## src/shared/crc_scan_pkg.sv

```systemverilog
// Shared constants, register map and field layout of the CRC scanner block.
package crc_scan_pkg;

  // Register index width and data width of the register port.
  localparam int REG_AW = 4;
  localparam int REG_DW = 8;

  // Register offsets on the register port.
  localparam logic [3:0] OFS_CRC_CTL   = 4'h0;
  localparam logic [3:0] OFS_SCAN_CTL  = 4'h1;
  localparam logic [3:0] OFS_ADDR_LO   = 4'h2;
  localparam logic [3:0] OFS_ADDR_HI   = 4'h3;
  localparam logic [3:0] OFS_END_LO    = 4'h4;
  localparam logic [3:0] OFS_END_HI    = 4'h5;
  localparam logic [3:0] OFS_DATA_LO   = 4'h6;
  localparam logic [3:0] OFS_DATA_HI   = 4'h7;
  localparam logic [3:0] OFS_ACC_LO    = 4'h8;
  localparam logic [3:0] OFS_ACC_HI    = 4'h9;

  // Field positions in crc_control_status_0.
  localparam int CTL_EN_BIT     = 7;
  localparam int CTL_START_BIT  = 6;
  localparam int CTL_BUSY_BIT   = 5;
  localparam int CTL_ACCUMULATOR_AUGMENT_MODE_BIT   = 4;
  localparam int CTL_SHIFT_DIRECTION_SELECT_BIT = 1;
  localparam int CTL_FULL_BIT   = 0;

  // Field positions in scan_control_reg.
  localparam int SCAN_GO_BIT    = 7;
  localparam int SCAN_FROZE_BIT = 6;
  localparam int SCAN_MODE_LSB  = 0;

  // Values after reset.
  localparam logic [7:0]  CRC_CTL_RESET  = 8'h00;
  localparam logic [1:0]  SCAN_MODE_RESET = 2'h0;
  localparam logic [15:0] ADDR_RESET     = 16'h0000;

  // Scan mode encodings.
  localparam logic [1:0] MODE_CONCURRENT = 2'h0;
  localparam logic [1:0] MODE_BURST      = 2'h1;
  localparam logic [1:0] MODE_PEEK       = 2'h2;
  localparam logic [1:0] MODE_TRIGGERED  = 2'h3;

  // CRC engine sizes and default polynomial.
  localparam int          CRC_W        = 16;
  localparam logic [4:0]  WORD_BITS    = 5'h10;
  localparam logic [15:0] DEFAULT_POLY = 16'h1021;

endpackage

```

## src/shared/crc_if.sv

```systemverilog
// Carrier between the scanner control, its feed stage and the CRC engine.
`timescale 1ns/1ns
interface crc_if;
  logic [15:0] word;
  logic        valid;
  logic        ready;
  logic        en;
  logic        start;
  logic        accumulator_augment_mode;
  logic        shift_direction_select;
  logic        busy;
  logic        full;
  logic [15:0] acc;

  modport feeder
  (
    output word,
    output valid,
    input  ready
  );
  modport engine
  (
    input  word,
    input  valid,
    input  en,
    input  start,
    input  accumulator_augment_mode,
    input  shift_direction_select,
    output ready,
    output busy,
    output full,
    output acc
  );
  modport control
  (
    output en,
    output start,
    output accumulator_augment_mode,
    output shift_direction_select,
    input  busy,
    input  full,
    input  acc
  );
endinterface

```

## src/core/crc_feed.sv

```systemverilog
// Feed stage: captures flash words or software words for the CRC engine.
`timescale 1ns/1ns
module crc_feed
  import crc_scan_pkg::*;
(
  input  wire logic        clock,
  input  wire logic        sys_rst,
  input  wire logic        clear,
  input  wire logic        scan_access,
  input  wire logic        sw_push,
  input  wire logic [15:0] sw_word,
  input  wire logic [15:0] flash_rdata,
  output      logic        idle,
  crc_if.feeder            f
);

  typedef struct packed {
    logic        pend;
    logic        valid;
    logic [15:0] word;
  } feed_state_t;

  feed_state_t s;
  feed_state_t next_s;

  // Flash data arrive the cycle after the read strobe, so one pending flag.
  always_comb
  begin
    next_s = s;
    if (s.valid && f.ready)
      next_s.valid = 1'b0;
    next_s.pend = scan_access;
    if (s.pend)
    begin
      next_s.word  = flash_rdata;
      next_s.valid = 1'b1;
    end
    else if (sw_push)
    begin
      next_s.word  = sw_word;
      next_s.valid = 1'b1;
    end
    if (clear)
    begin
      next_s.pend  = 1'b0;
      next_s.valid = 1'b0;
    end
  end

  always_ff @(posedge clock or posedge sys_rst)
  begin
    if (sys_rst)
      s <= '0;
    else
      s <= next_s;
  end

  assign idle    = !s.pend && !s.valid;
  assign f.word  = s.word;
  assign f.valid = s.valid;

endmodule

```

## src/core/crc_shifter.sv

```systemverilog
// CRC engine: holding register, bit shifter and accumulator.
`timescale 1ns/1ns
module crc_shifter
  import crc_scan_pkg::*;
#(
  parameter logic [15:0] POLY = DEFAULT_POLY
)
(
  input  wire logic clock,
  input  wire logic sys_rst,
  crc_if.engine     e
);

  typedef enum logic {SH_IDLE, SH_RUN} phase_t;

  typedef struct packed {
    phase_t      phase;
    logic        hold_v;
    logic [15:0] hold;
    logic [15:0] sreg;
    logic [4:0]  cnt;
    logic [15:0] acc;
  } shift_state_t;

  shift_state_t s;
  shift_state_t next_s;
  logic [15:0]  rpoly;
  logic         din;
  logic         fb;

  // Right shifting uses the bit-reversed polynomial.
  always_comb
  begin
    for (int i = 0; i < CRC_W; i++)
      rpoly[i] = POLY[CRC_W-1-i];
  end

  // One data bit enters the accumulator per clock while started.
  always_comb
  begin
    next_s = s;
    din = 1'b0;
    fb  = 1'b0;
    case (s.phase)
      SH_IDLE:
      begin
        if (s.hold_v && e.start)
        begin
          next_s.sreg   = s.hold;
          next_s.cnt    = WORD_BITS;
          next_s.hold_v = 1'b0;
          next_s.phase  = SH_RUN;
        end
      end
      SH_RUN:
      begin
        if (e.start)
        begin
          if (e.shift_direction_select)
          begin
            din = s.sreg[0];
            next_s.sreg = {1'b0, s.sreg[15:1]};
            if (e.accumulator_augment_mode)
            begin
              fb = s.acc[0];
              next_s.acc = {din, s.acc[15:1]} ^ (fb ? rpoly : 16'h0000);
            end
            else
            begin
              fb = s.acc[0] ^ din;
              next_s.acc = {1'b0, s.acc[15:1]} ^ (fb ? rpoly : 16'h0000);
            end
          end
          else
          begin
            din = s.sreg[15];
            next_s.sreg = {s.sreg[14:0], 1'b0};
            if (e.accumulator_augment_mode)
            begin
              fb = s.acc[15];
              next_s.acc = {s.acc[14:0], din} ^ (fb ? POLY : 16'h0000);
            end
            else
            begin
              fb = s.acc[15] ^ din;
              next_s.acc = {s.acc[14:0], 1'b0} ^ (fb ? POLY : 16'h0000);
            end
          end
          next_s.cnt = s.cnt - 5'h01;
          if (s.cnt == 5'h01)
            next_s.phase = SH_IDLE;
        end
      end
      default:
        next_s.phase = SH_IDLE;
    endcase
    // A new word is taken only while the holding register is free.
    if (e.valid && !s.hold_v)
    begin
      next_s.hold   = e.word;
      next_s.hold_v = 1'b1;
    end
    // Disabled engine is held in reset.
    if (!e.en)
      next_s = '0;
  end

  always_ff @(posedge clock or posedge sys_rst)
  begin
    if (sys_rst)
      s <= '0;
    else
      s <= next_s;
  end

  assign e.ready = !s.hold_v;
  assign e.busy  = s.hold_v || (s.phase == SH_RUN);
  assign e.full  = s.hold_v;
  assign e.acc   = s.acc;

endmodule

```

## src/core/crc_scan_ctrl.sv

```systemverilog
// Top of the CRC scanner: registers, scan sequencing and debug interplay.
`timescale 1ns/1ns
module crc_scan_ctrl
  import crc_scan_pkg::*;
#(
  parameter logic [15:0] POLY = DEFAULT_POLY
)
(
  input  wire logic        clock,
  input  wire logic        sys_rst,
  input  wire logic [3:0]  reg_addr,
  input  wire logic [7:0]  reg_wdata,
  input  wire logic        reg_we,
  input  wire logic        reg_re,
  output      logic [7:0]  reg_rdata,
  input  wire logic        dbg_halt_req,
  input  wire logic        dbg_pc_break,
  input  wire logic        dbg_data_break,
  input  wire logic        dbg_step_done,
  input  wire logic        dbg_sw_break,
  input  wire logic        dbg_resume,
  output      logic        dbg_enter,
  output      logic        scan_frozen,
  input  wire logic        cpu_dead_cycle,
  input  wire logic        scan_trigger,
  output      logic        cpu_stall,
  output      logic        flash_rd_en,
  output      logic [15:0] flash_addr,
  input  wire logic [15:0] flash_rdata
);

  typedef struct packed {
    logic        en;
    logic        start;
    logic        accumulator_augment_mode;
    logic        shift_direction_select;
    logic        go;
    logic [1:0]  mode;
    logic [15:0] cur_addr;
    logic [15:0] end_addr;
    logic [7:0]  data_lo;
    logic [7:0]  data_hi;
    logic        lo_w;
    logic        hi_w;
    logic        frozen;
    logic        entry_pend;
    logic        go_deferred;
    logic        pace;
    logic        trig_q;
    logic        trig_seen;
    logic [7:0]  rdata;
  } ctrl_state_t;

  ctrl_state_t s;
  ctrl_state_t next_s;

  logic        feed_idle;
  logic        req_any;
  logic        running;
  logic        want;
  logic        access;
  logic        enter;
  logic        sw_push;
  logic        burst_busy;
  logic        go_write;
  logic [1:0]  wmode;
  logic [7:0]  ctl_view;
  logic [7:0]  scan_view;

  crc_if c ();

  ////////////////////////////////////////////////////////////////////////////
  // Engine and feed stage.

  assign c.en     = s.en;
  assign c.start  = s.start;
  assign c.accumulator_augment_mode   = s.accumulator_augment_mode;
  assign c.shift_direction_select = s.shift_direction_select;

  crc_feed crc_feed_i
  (
    .clock       (clock),
    .sys_rst     (sys_rst),
    .clear       (!s.en),
    .scan_access (access),
    .sw_push     (sw_push),
    .sw_word     ({s.data_hi, s.data_lo}),
    .flash_rdata (flash_rdata),
    .idle        (feed_idle),
    .f           (c)
  );

  crc_shifter #(
    .POLY (POLY)
  ) crc_shifter_i
  (
    .clock   (clock),
    .sys_rst (sys_rst),
    .e       (c)
  );

  ////////////////////////////////////////////////////////////////////////////
  // Register views built from live state.

  // Full covers both software bytes waiting as well as a held word.
  always_comb
  begin
    ctl_view                 = 8'h00;
    ctl_view[CTL_EN_BIT]     = s.en;
    ctl_view[CTL_START_BIT]  = s.start;
    ctl_view[CTL_BUSY_BIT]   = c.busy || !feed_idle;
    ctl_view[CTL_ACCUMULATOR_AUGMENT_MODE_BIT]   = s.accumulator_augment_mode;
    ctl_view[CTL_SHIFT_DIRECTION_SELECT_BIT] = s.shift_direction_select;
    ctl_view[CTL_FULL_BIT]   = c.full || (s.lo_w && s.hi_w);
    scan_view                = 8'h00;
    scan_view[SCAN_GO_BIT]   = s.go;
    scan_view[SCAN_FROZE_BIT] = s.frozen;
    scan_view[SCAN_MODE_LSB +: 2] = s.mode;
  end

  ////////////////////////////////////////////////////////////////////////////
  // Scan and debug decision for the current cycle.

  // A debug event is seen only once per stay in user mode.
  assign req_any = !s.frozen && (dbg_halt_req || dbg_pc_break
                   || dbg_data_break || dbg_step_done || dbg_sw_break);
  assign running = s.go && !s.frozen;
  assign burst_busy = running && (s.mode == MODE_BURST);
  assign wmode = reg_wdata[SCAN_MODE_LSB +: 2];
  assign go_write = reg_we && (reg_addr == OFS_SCAN_CTL)
                    && reg_wdata[SCAN_GO_BIT] && !s.go && !burst_busy;

  // Whether the scanner could use this cycle for a flash read.
  always_comb
  begin
    want = running && s.en && s.start && feed_idle && !c.full;
    case (s.mode)
      MODE_CONCURRENT: want = want && !s.pace;
      MODE_TRIGGERED:  want = want && !s.pace && s.trig_seen;
      MODE_BURST:      want = want;
      MODE_PEEK:       want = want && cpu_dead_cycle;
      default:         want = 1'b0;
    endcase
  end

  // Entry is either taken now, or owed one cycle after a finishing access.
  always_comb
  begin
    access  = 1'b0;
    enter   = 1'b0;
    if (s.frozen)
    begin
      access = 1'b0;
    end
    else if (s.entry_pend)
    begin
      enter = 1'b1;
    end
    else if (req_any && go_write && (wmode == MODE_BURST))
    begin
      enter = 1'b1;
    end
    else if (req_any)
    begin
      case (s.mode)
        MODE_PEEK:
          enter = 1'b1;
        MODE_BURST:
        begin
          // The access under way completes before the burst is suspended.
          if (want)
            access = 1'b1;
          else
            enter = 1'b1;
        end
        default:
        begin
          if (dbg_data_break)
            enter = 1'b1;
          else if (dbg_halt_req)
            enter = 1'b1;
          else if (want)
            access = 1'b1;
          else
            enter = 1'b1;
        end
      endcase
    end
    else
    begin
      access = want;
    end
  end

  // Software words go to the engine only when the scanner leaves it free.
  assign sw_push = s.lo_w && s.hi_w && feed_idle && !access;

  ////////////////////////////////////////////////////////////////////////////
  // Next state.

  always_comb
  begin
    next_s = s;
    next_s.rdata  = 8'h00;
    next_s.trig_q = scan_trigger;
    next_s.pace   = access && (s.mode != MODE_BURST);
    if (s.entry_pend && !s.frozen)
      next_s.entry_pend = 1'b0;
    if (access && req_any)
      next_s.entry_pend = 1'b1;
    if (enter)
      next_s.frozen = 1'b1;
    // Resume restores user mode; a go write caught by debug takes effect now.
    if (s.frozen && dbg_resume)
    begin
      next_s.frozen = 1'b0;
      if (s.go_deferred)
      begin
        next_s.go          = 1'b1;
        next_s.go_deferred = 1'b0;
      end
    end
    if (running && scan_trigger && !s.trig_q)
      next_s.trig_seen = 1'b1;
    // Each access reads the current address, then advances or ends the scan.
    if (access)
    begin
      if (s.cur_addr == s.end_addr)
      begin
        next_s.go        = 1'b0;
        next_s.trig_seen = 1'b0;
      end
      else
      begin
        next_s.cur_addr = s.cur_addr + 16'h0001;
      end
    end
    if (sw_push)
    begin
      next_s.lo_w = 1'b0;
      next_s.hi_w = 1'b0;
    end
    // Register writes. The CPU is stalled in a burst, so scan writes are ignored.
    if (reg_we)
    begin
      case (reg_addr)
        OFS_CRC_CTL:
        begin
          next_s.en     = reg_wdata[CTL_EN_BIT];
          next_s.start  = reg_wdata[CTL_START_BIT];
          next_s.accumulator_augment_mode   = reg_wdata[CTL_ACCUMULATOR_AUGMENT_MODE_BIT];
          next_s.shift_direction_select = reg_wdata[CTL_SHIFT_DIRECTION_SELECT_BIT];
        end
        OFS_SCAN_CTL:
        begin
          if (!burst_busy)
          begin
            next_s.mode = wmode;
            if (go_write && enter && (wmode == MODE_BURST))
              next_s.go_deferred = 1'b1;
            else
              next_s.go = reg_wdata[SCAN_GO_BIT];
            if (!reg_wdata[SCAN_GO_BIT])
              next_s.trig_seen = 1'b0;
          end
        end
        OFS_ADDR_LO:
          if (!burst_busy)
            next_s.cur_addr[7:0] = reg_wdata;
        OFS_ADDR_HI:
          if (!burst_busy)
            next_s.cur_addr[15:8] = reg_wdata;
        OFS_END_LO:
          if (!burst_busy)
            next_s.end_addr[7:0] = reg_wdata;
        OFS_END_HI:
          if (!burst_busy)
            next_s.end_addr[15:8] = reg_wdata;
        OFS_DATA_LO:
        begin
          next_s.data_lo = reg_wdata;
          next_s.lo_w    = 1'b1;
        end
        OFS_DATA_HI:
        begin
          next_s.data_hi = reg_wdata;
          next_s.hi_w    = 1'b1;
        end
        default:
          next_s.rdata = 8'h00;
      endcase
    end
    // Disabling resets the scanner's internal pacing, not its registers.
    if (!next_s.en)
    begin
      next_s.pace      = 1'b0;
      next_s.trig_seen = 1'b0;
      next_s.lo_w      = 1'b0;
      next_s.hi_w      = 1'b0;
    end
    // Reads answer one cycle later from live state, frozen or not.
    if (reg_re)
    begin
      case (reg_addr)
        OFS_CRC_CTL:  next_s.rdata = ctl_view;
        OFS_SCAN_CTL: next_s.rdata = scan_view;
        OFS_ADDR_LO:  next_s.rdata = s.cur_addr[7:0];
        OFS_ADDR_HI:  next_s.rdata = s.cur_addr[15:8];
        OFS_END_LO:   next_s.rdata = s.end_addr[7:0];
        OFS_END_HI:   next_s.rdata = s.end_addr[15:8];
        OFS_DATA_LO:  next_s.rdata = s.data_lo;
        OFS_DATA_HI:  next_s.rdata = s.data_hi;
        OFS_ACC_LO:   next_s.rdata = c.acc[7:0];
        OFS_ACC_HI:   next_s.rdata = c.acc[15:8];
        default:      next_s.rdata = 8'h00;
      endcase
    end
  end

  always_ff @(posedge clock or posedge sys_rst)
  begin
    if (sys_rst)
    begin
      s          <= '0;
      s.mode     <= SCAN_MODE_RESET;
      s.cur_addr <= ADDR_RESET;
      s.end_addr <= ADDR_RESET;
    end
    else
    begin
      s <= next_s;
    end
  end

  ////////////////////////////////////////////////////////////////////////////
  // Outputs.

  // Concurrent and triggered accesses steal one CPU cycle each.
  assign cpu_stall   = (access && (s.mode != MODE_PEEK))
                       || burst_busy;
  assign dbg_enter   = enter;
  assign scan_frozen = s.frozen;
  assign flash_rd_en = access;
  assign flash_addr  = s.cur_addr;
  assign reg_rdata   = s.rdata;

endmodule

```

## config.mk

```make
export PLATFORM = sky130hd
export DESIGN_NAME = crc_scan_ctrl
export DESIGN_NICKNAME = d
export VERILOG_FILES = /design/src/shared/crc_scan_pkg.sv /design/src/shared/crc_if.sv /design/src/core/crc_feed.sv /design/src/core/crc_shifter.sv /design/src/core/crc_scan_ctrl.sv
export SDC_FILE = /design/constraint.sdc
export NUM_CORES = 1
export LEC_CHECK = 0
export BUFFER_PORTS_ARGS = -buffer_cell sky130_fd_sc_hd__buf_2
export CORE_ASPECT_RATIO = 1.5
export CORE_UTILIZATION = 30
export CTS_BUF_LIST = sky130_fd_sc_hd__clkbuf_4 sky130_fd_sc_hd__clkbuf_8
export DETAILED_ROUTE_END_ITERATION = 6
export PLACE_DENSITY = 0.5
export SLEW_MARGIN = 0
export SYNTH_ARGS = -nofsm -noshare
export SYNTH_HDL_FRONTEND = slang
export SYNTH_SLANG_ARGS = --single-unit
```

## constraint.sdc

```tcl
create_clock -name clock -period 7.8 [get_ports clock]
set_clock_uncertainty 0.05 [all_clocks]
set_input_delay 0.39 -clock clock [delete_from_list [all_inputs] [get_ports clock]]
set_output_delay 0.39 -clock clock [all_outputs]
set_load 0.005 [all_outputs]
```

# Yosys cells after proc, flatten, opt, wreduce, memory -nomap -nowiden
# Cells that the tools add are included.
# word_totals
ff_bits	144
inputBits	40
# op_classes
addsub	2
eq_ne	25
n_mux	85
n_bitwise	8
reduce_logical	63
# op_table
op	count
16-bit 2-to-1 mux	9
8-bit 2-to-1 mux	11
8-bit case mux with 10 select lines	1
57-bit 2-to-1 mux	1
55-bit 2-to-1 mux	1
17-bit 2-to-1 mux	3
16-bit bitwise XOR	3
1-bit 2-to-1 mux	42
21-bit case mux with 2 select lines	1
37-bit 2-to-1 mux	1
1-bit logical AND	31
13-bit 2-to-1 mux	2
21-bit 2-to-1 mux	1
16-bit by 1-bit adder with 16-bit output, second input constant	1
16-bit == test	1
4-bit by 3-bit == test with 1-bit output, second input constant	4
15-bit by 16-bit bitwise XOR with 16-bit output	1
2-bit AND reduction	6
1-bit logical NOT	10
9-bit 2-to-1 mux	1
3-bit AND reduction	3
4-bit by 2-bit == test with 1-bit output, second input constant	2
4-bit == test, second input constant	2
1-bit logical OR	8
other kinds (21)	37

# Logic depth before layout (Yosys ltp)
# logic_depth
depth_word	24
ltp_mapped	10

# By module
# Synthesis repeated with hierarchy kept, for this count alone.
# unflattened
hier_cells	841
hier_area_um2	8366.8
# modules_own_cells
mod	instances	cells_each	area_per_inst_um2
crc_scan_ctrl	1	449	4445.5
crc_shifter	1	299	2971.6
crc_feed	1	93	949.7

# Least setup slack after synthesis
# OpenSTA, ideal clock, no wires.
# synth_path
path_kind	register to register
start	register s[64] (netlist bit)
end	register s, in the netlist flash_addr[10]
setup_time_ns	0.082
arrival_ns	2.326
required_time_ns	7.668
slack_ns	5.342
path_stages_with_launch	10
n_path_buf	1
synth_period_minus_slack_ns	2.458
cell_sequence	dfrtp_1 inv_1 ha_1 nor3_1 a211o_1 o211ai_4 or3_1 buf_6 or4_1 a31oi_1
# synth_lines
element	line_no	source
from (decl)	crc_scan_ctrl.sv:54	ctrl_state_t s;
from (signal assigned)	crc_scan_ctrl.sv:331	s <= next_s;

# Worst setup path after layout
# layout_path
start	register s[64] (netlist bit)
end	register crc_feed_i.s, in the netlist crc_feed_i.f.word[6]
# layout_via
elab_chain_cells	13
elab_cells_between_ends	21
classes_between	eq/ne (3); mux (9); reduce/logical (9)
# layout_rtl
element	line_no	source
2-bit == test, or another cell as far along	crc_scan_ctrl.sv:137, crc_scan_ctrl.sv:165	
1-bit case mux with 4 select lines	crc_scan_ctrl.sv:137	case (s.mode)
1-bit 2-to-1 mux	crc_scan_ctrl.sv:171, crc_scan_ctrl.sv:182	
1-bit 2-to-1 mux	crc_scan_ctrl.sv:180	else if (dbg_halt_req)
1-bit 2-to-1 mux	crc_scan_ctrl.sv:178	if (dbg_data_break)
1-bit case mux with 2 select lines	crc_scan_ctrl.sv:165	case (s.mode)
1-bit 2-to-1 mux	crc_scan_ctrl.sv:163	else if (req_any)
1-bit 2-to-1 mux (*)	crc_scan_ctrl.sv:159	else if (req_any && go_write && (wmode == MODE_BURST))
1-bit 2-to-1 mux (*)	crc_scan_ctrl.sv:155	else if (s.entry_pend)
1-bit 2-to-1 mux (*)	crc_scan_ctrl.sv:151	if (s.frozen)
1-bit logical NOT (*)	crc_scan_ctrl.sv:196	assign sw_push = s.lo_w && s.hi_w && feed_idle && !access;
1-bit logical AND (*)	crc_scan_ctrl.sv:196	
2-bit nonzero test (no source line) (*)	-	
to (signal assigned)	crc_feed.sv:55	s <= next_s;
to (decl)	crc_feed.sv:23	feed_state_t s;
# Every way passes the cells marked *; elsewhere a longest branch is shown, timed or not.
# A chain may end at the register's enable or synchronous reset.

==> results.py <==
metrics = {
    "die": {
        "io_pins": 68,
        "fp.dieW_um": 134,
        "start_util_pct": 30.5,
        "core_um2": 25700,
        "fp-row-count": 72,
        "die_h_um": 200,
        "die_area_um2": 26800,
    },
    "sta": {
        "period_minus_slack_ns": 3.12,
        "period_share_pct": 40.0,
        "hold_viol": 17,
        "holdWs_ns": -0.0216,
        "setup_viol": 0,
        "max_slew_margin_pct": 32.2,
        "tns_ns": 0,
        "tightest_slew_ns": 1.02,
        "rsz0062_at_grt": "no",
        "clock.fmax_mhz": 320,
        "drv_slew": 0,
    },
    "clock_tree": {
        "clockRootBuffer": "clkbuf_8",
        "cts_setup_buffers": 0,
        "htree_levels": 4,
        "clkSinkCount": 144,
        "path_clk_slew_ns": 0.09,
        "cts_made_buffers": 17,
        "clock_path_buffers": 2,
        "cts_tree": "built",
        "clk_latency_ns": 0.46,
    },
    "route": {
        "ant_nets": 0,
        "vias": 6038,
        "avgViaCountPerCell": 5.19,
        "dr.pass1.iters": 5,
        "drt-initial-drc-count": 363,
        "drt_wl_total_um": 23300,
        "drc": 0,
        "routedWlPerCell_um": 20.0,
    },
    "yosys": {
        "ys_seq_area_share_pct": 46.0,
        "synth.area.top_cells": "dfrtp_1 46%, mux2_2 6.0%, nand2_1 4.7%",
        "yosys_most_used_dff": "dfrtp_1",
        "ys_types": 68,
        "synthArstFlopShare_pct": 100,
        "netlist.area_leader.share_pct": 46.0,
        "ys_warn_count": 0,
        "syn-cell-area_um2": 7830,
        "yosysMostFrequentCell": "dfrtp_1",
        "synth.largest_area_cell": "dfrtp_1",
        "ys_ff_latch": 144,
        "syn_avg_cell_area_um2": 9.81,
        "synth_fp_nets": 845,
        "synthCells": 798,
        "synth_common_cells": "144 x dfrtp_1, 99 x nand2_1, 54 x o21ai_0",
        "synth-edff-count": 0,
    },
    "global_route": {
        "grt_pass1_wl_um": 36400,
        "grt_remaining_overflow": 0,
        "grt_pass1_vias": 6139,
        "antenna_found_initial": 0,
        "grtUsageTotal_pct": 18.3,
        "grt_max_degree": 75,
    },
    "critical_path": {
        "critical_path_peak_fanout": 17,
        "crit-reg2reg-capture": "crc_feed_i.f.word[6]",
        "worstReg2RegStart": "s[64]",
        "timing_worst_setup_path_type": "reg2reg",
        "worstPathRequired_ns": 8.16,
        "ff2ff_path_depth": 8,
        "cp-end-kind": "register",
        "startpoint_type": "register",
        "cp.arrival_ns": 3.48,
        "r2r_slack_ns": 4.68,
    },
    "finish": {
        "antenna_cells": 0,
        "finalInstanceArea_um2": 8600,
        "area_delta_synth_final_pct": 9.83,
        "drive_above_1_share_pct": 19.4,
        "fillers": 2673,
        "final_cells": 1163,
        "nets": 865,
    },
    "place": {
        "dp_hpwl_um": 17100,
        "numPortBuffers": 67,
        "dp_cells": 1131,
        "gp_congestion": 0.896,
        "place_area_um2": 8240,
    },
    "run": {
        "drv_cap": 0,
    },
    "min_path": {
        "hp-class": "in2async",
    },
    "power": {
        "finalPower_mw": 1.97,
        "leakage_nw": 3.67,
        "peakVddDrop_mv": 0.123,
        "powerDensity_nw_per_um2": 229,
    },
    "run_status": {
        "status": "finished with violations",
        "failed_checks": "negative hold slack",
    },
}
[worst max-delay path: stages (launching register included)]
cell and delay, ns:
dfrtp_1 0.47, inv_1 0.10, ha_1 0.33, nor3_1 0.20
a211o_1 0.19, o211ai_4 0.15, o2111a_1 0.49, nor2_1 0.85
a21o_1 0.23
[registers in the layout, summed over array words and instances, names as in the netlist]
register / flops
scan_frozen: 1
c.en: 1
c.accumulator_augment_mode: 1
crc_feed_i.f.word: 16
s: 42
reg_rdata: 8
c.start: 1
c.shift_direction_select: 1
crc_shifter_i.s: 38
crc_shifter_i.e.acc: 16
flash_addr: 16
crc_feed_i.f.valid: 1
crc_shifter_i.e.full: 1
crc_feed_i.s: 1
[layout by cell type (no fill, tap or decap), types with 4 or more instances in the layout]
cell,netlist,routed
nand4_1,8,8
clkbuf_8,0,17
ha_1,7,7
inv_6,0,4
clkinv_2,0,5
nor2b_1,12,12
a31oi_1,7,7
a21boi_0,18,18
nand2b_1,5,5
xnor2_1,28,28
a22oi_1,4,4
dfrtp_1,144,143
nor2_1,52,52
a21o_1,18,18
buf_4,25,4
a32oi_1,4,4
nand2_1,99,99
and3_1,5,5
a21oi_1,42,42
a22o_1,20,20
buf_2,7,67
mux2_2,42,42
a221oi_1,4,4
and2_1,6,6
nor3_1,11,11
nor4_1,6,6
o21ai_0,54,54
inv_1,15,14
mux2i_1,35,35
nand3b_1,4,4
nand3_1,22,22
[per-layer routing]
layer / global-route usage, % / routed length (um) / vias to the layer above
met2: 34.0 / 12500 / 123
met5: 0 / 0 / -
li1: - / - / 2872
met3: 3.54 / 731 / 44
met4: 9.30 / 868 / 0
met1: 19.6 / 9150 / 2999
[what timing repair did]
| item | 4_1_cts | 5_1_grt |
|---|---|---|
| gates resized for setup | 0 | 0 |
| endpoints found under the hold margin | 1 | 0 |
| hold buffers | 1 | 0 |
[how the worst max path moves through the flow]
| stage | start | to | slack, ns | cells after the start |
|---|---|---|---|---|
| CTS | s[64] | cpu_stall | 4.64 | 8 |
| finish | s[64] | crc_feed_i.f.word[6] | 4.68 | 8 |
| detailed placement | reg_addr[0] | crc_feed_i.f.word[6] | 4.48 | 7 |
| global route | s[64] | crc_feed_i.f.word[5] | 4.46 | 8 |
| global placement | reg_addr[0] | crc_feed_i.f.word[11] | 4.55 | 7 |
| floorplan | sys_rst | c.accumulator_augment_mode | 3.49 | 1 |
[cell families after synthesis]
| logic type | synth area share, % |
|---|---|
| DFF | 46.0 |
| and+or+nand+nor | 15.4 |
| muxes | 11.4 |
| xor gates and xnor gates | 3.24 |
| buffers and inverters | 5.62 |
| adders and majority gates | 1.12 |
| AOI/OAI and AO/OA | 17.2 |
[stage by stage]
step                      worst slack (ns)  hold slack, ns  util (%)
after detailed placement              4.48           0.416      32.1
final                                 4.68         -0.0216      33.5
after CTS                             4.64         0.00689      33.5
after global routing                  4.46          0.0216      33.5
after global placement                4.55           0.412      32.1
after floorplan                       3.49           0.371         -
[where the power goes]
| group | internal, mW | leakage (nW) | switching, mW | total, mW |
|---|---|---|---|---|
| Sequential | 0.853 | 1.89 | 0.177 | 1.03 |
| Clock | 0.254 | 0.183 | 0.303 | 0.557 |
| Combinational | 0.200 | 1.59 | 0.181 | 0.381 |
| Total | 1.31 | 3.67 | 0.660 | 1.97 |
[final cells by class]
type,count,area [um2],area share [%]
Multi-Input combinational cell,568,3790,44.0
Sequential cell,144,3600,41.9
Tap cell,333,417,4.84
Timing Repair Buffer,72,375,4.36
Clock buffer,18,241,2.81
Clock inverter,13,114,1.32
Inverter,15,61.3,0.713
Power figures use the tool's default switching activity.
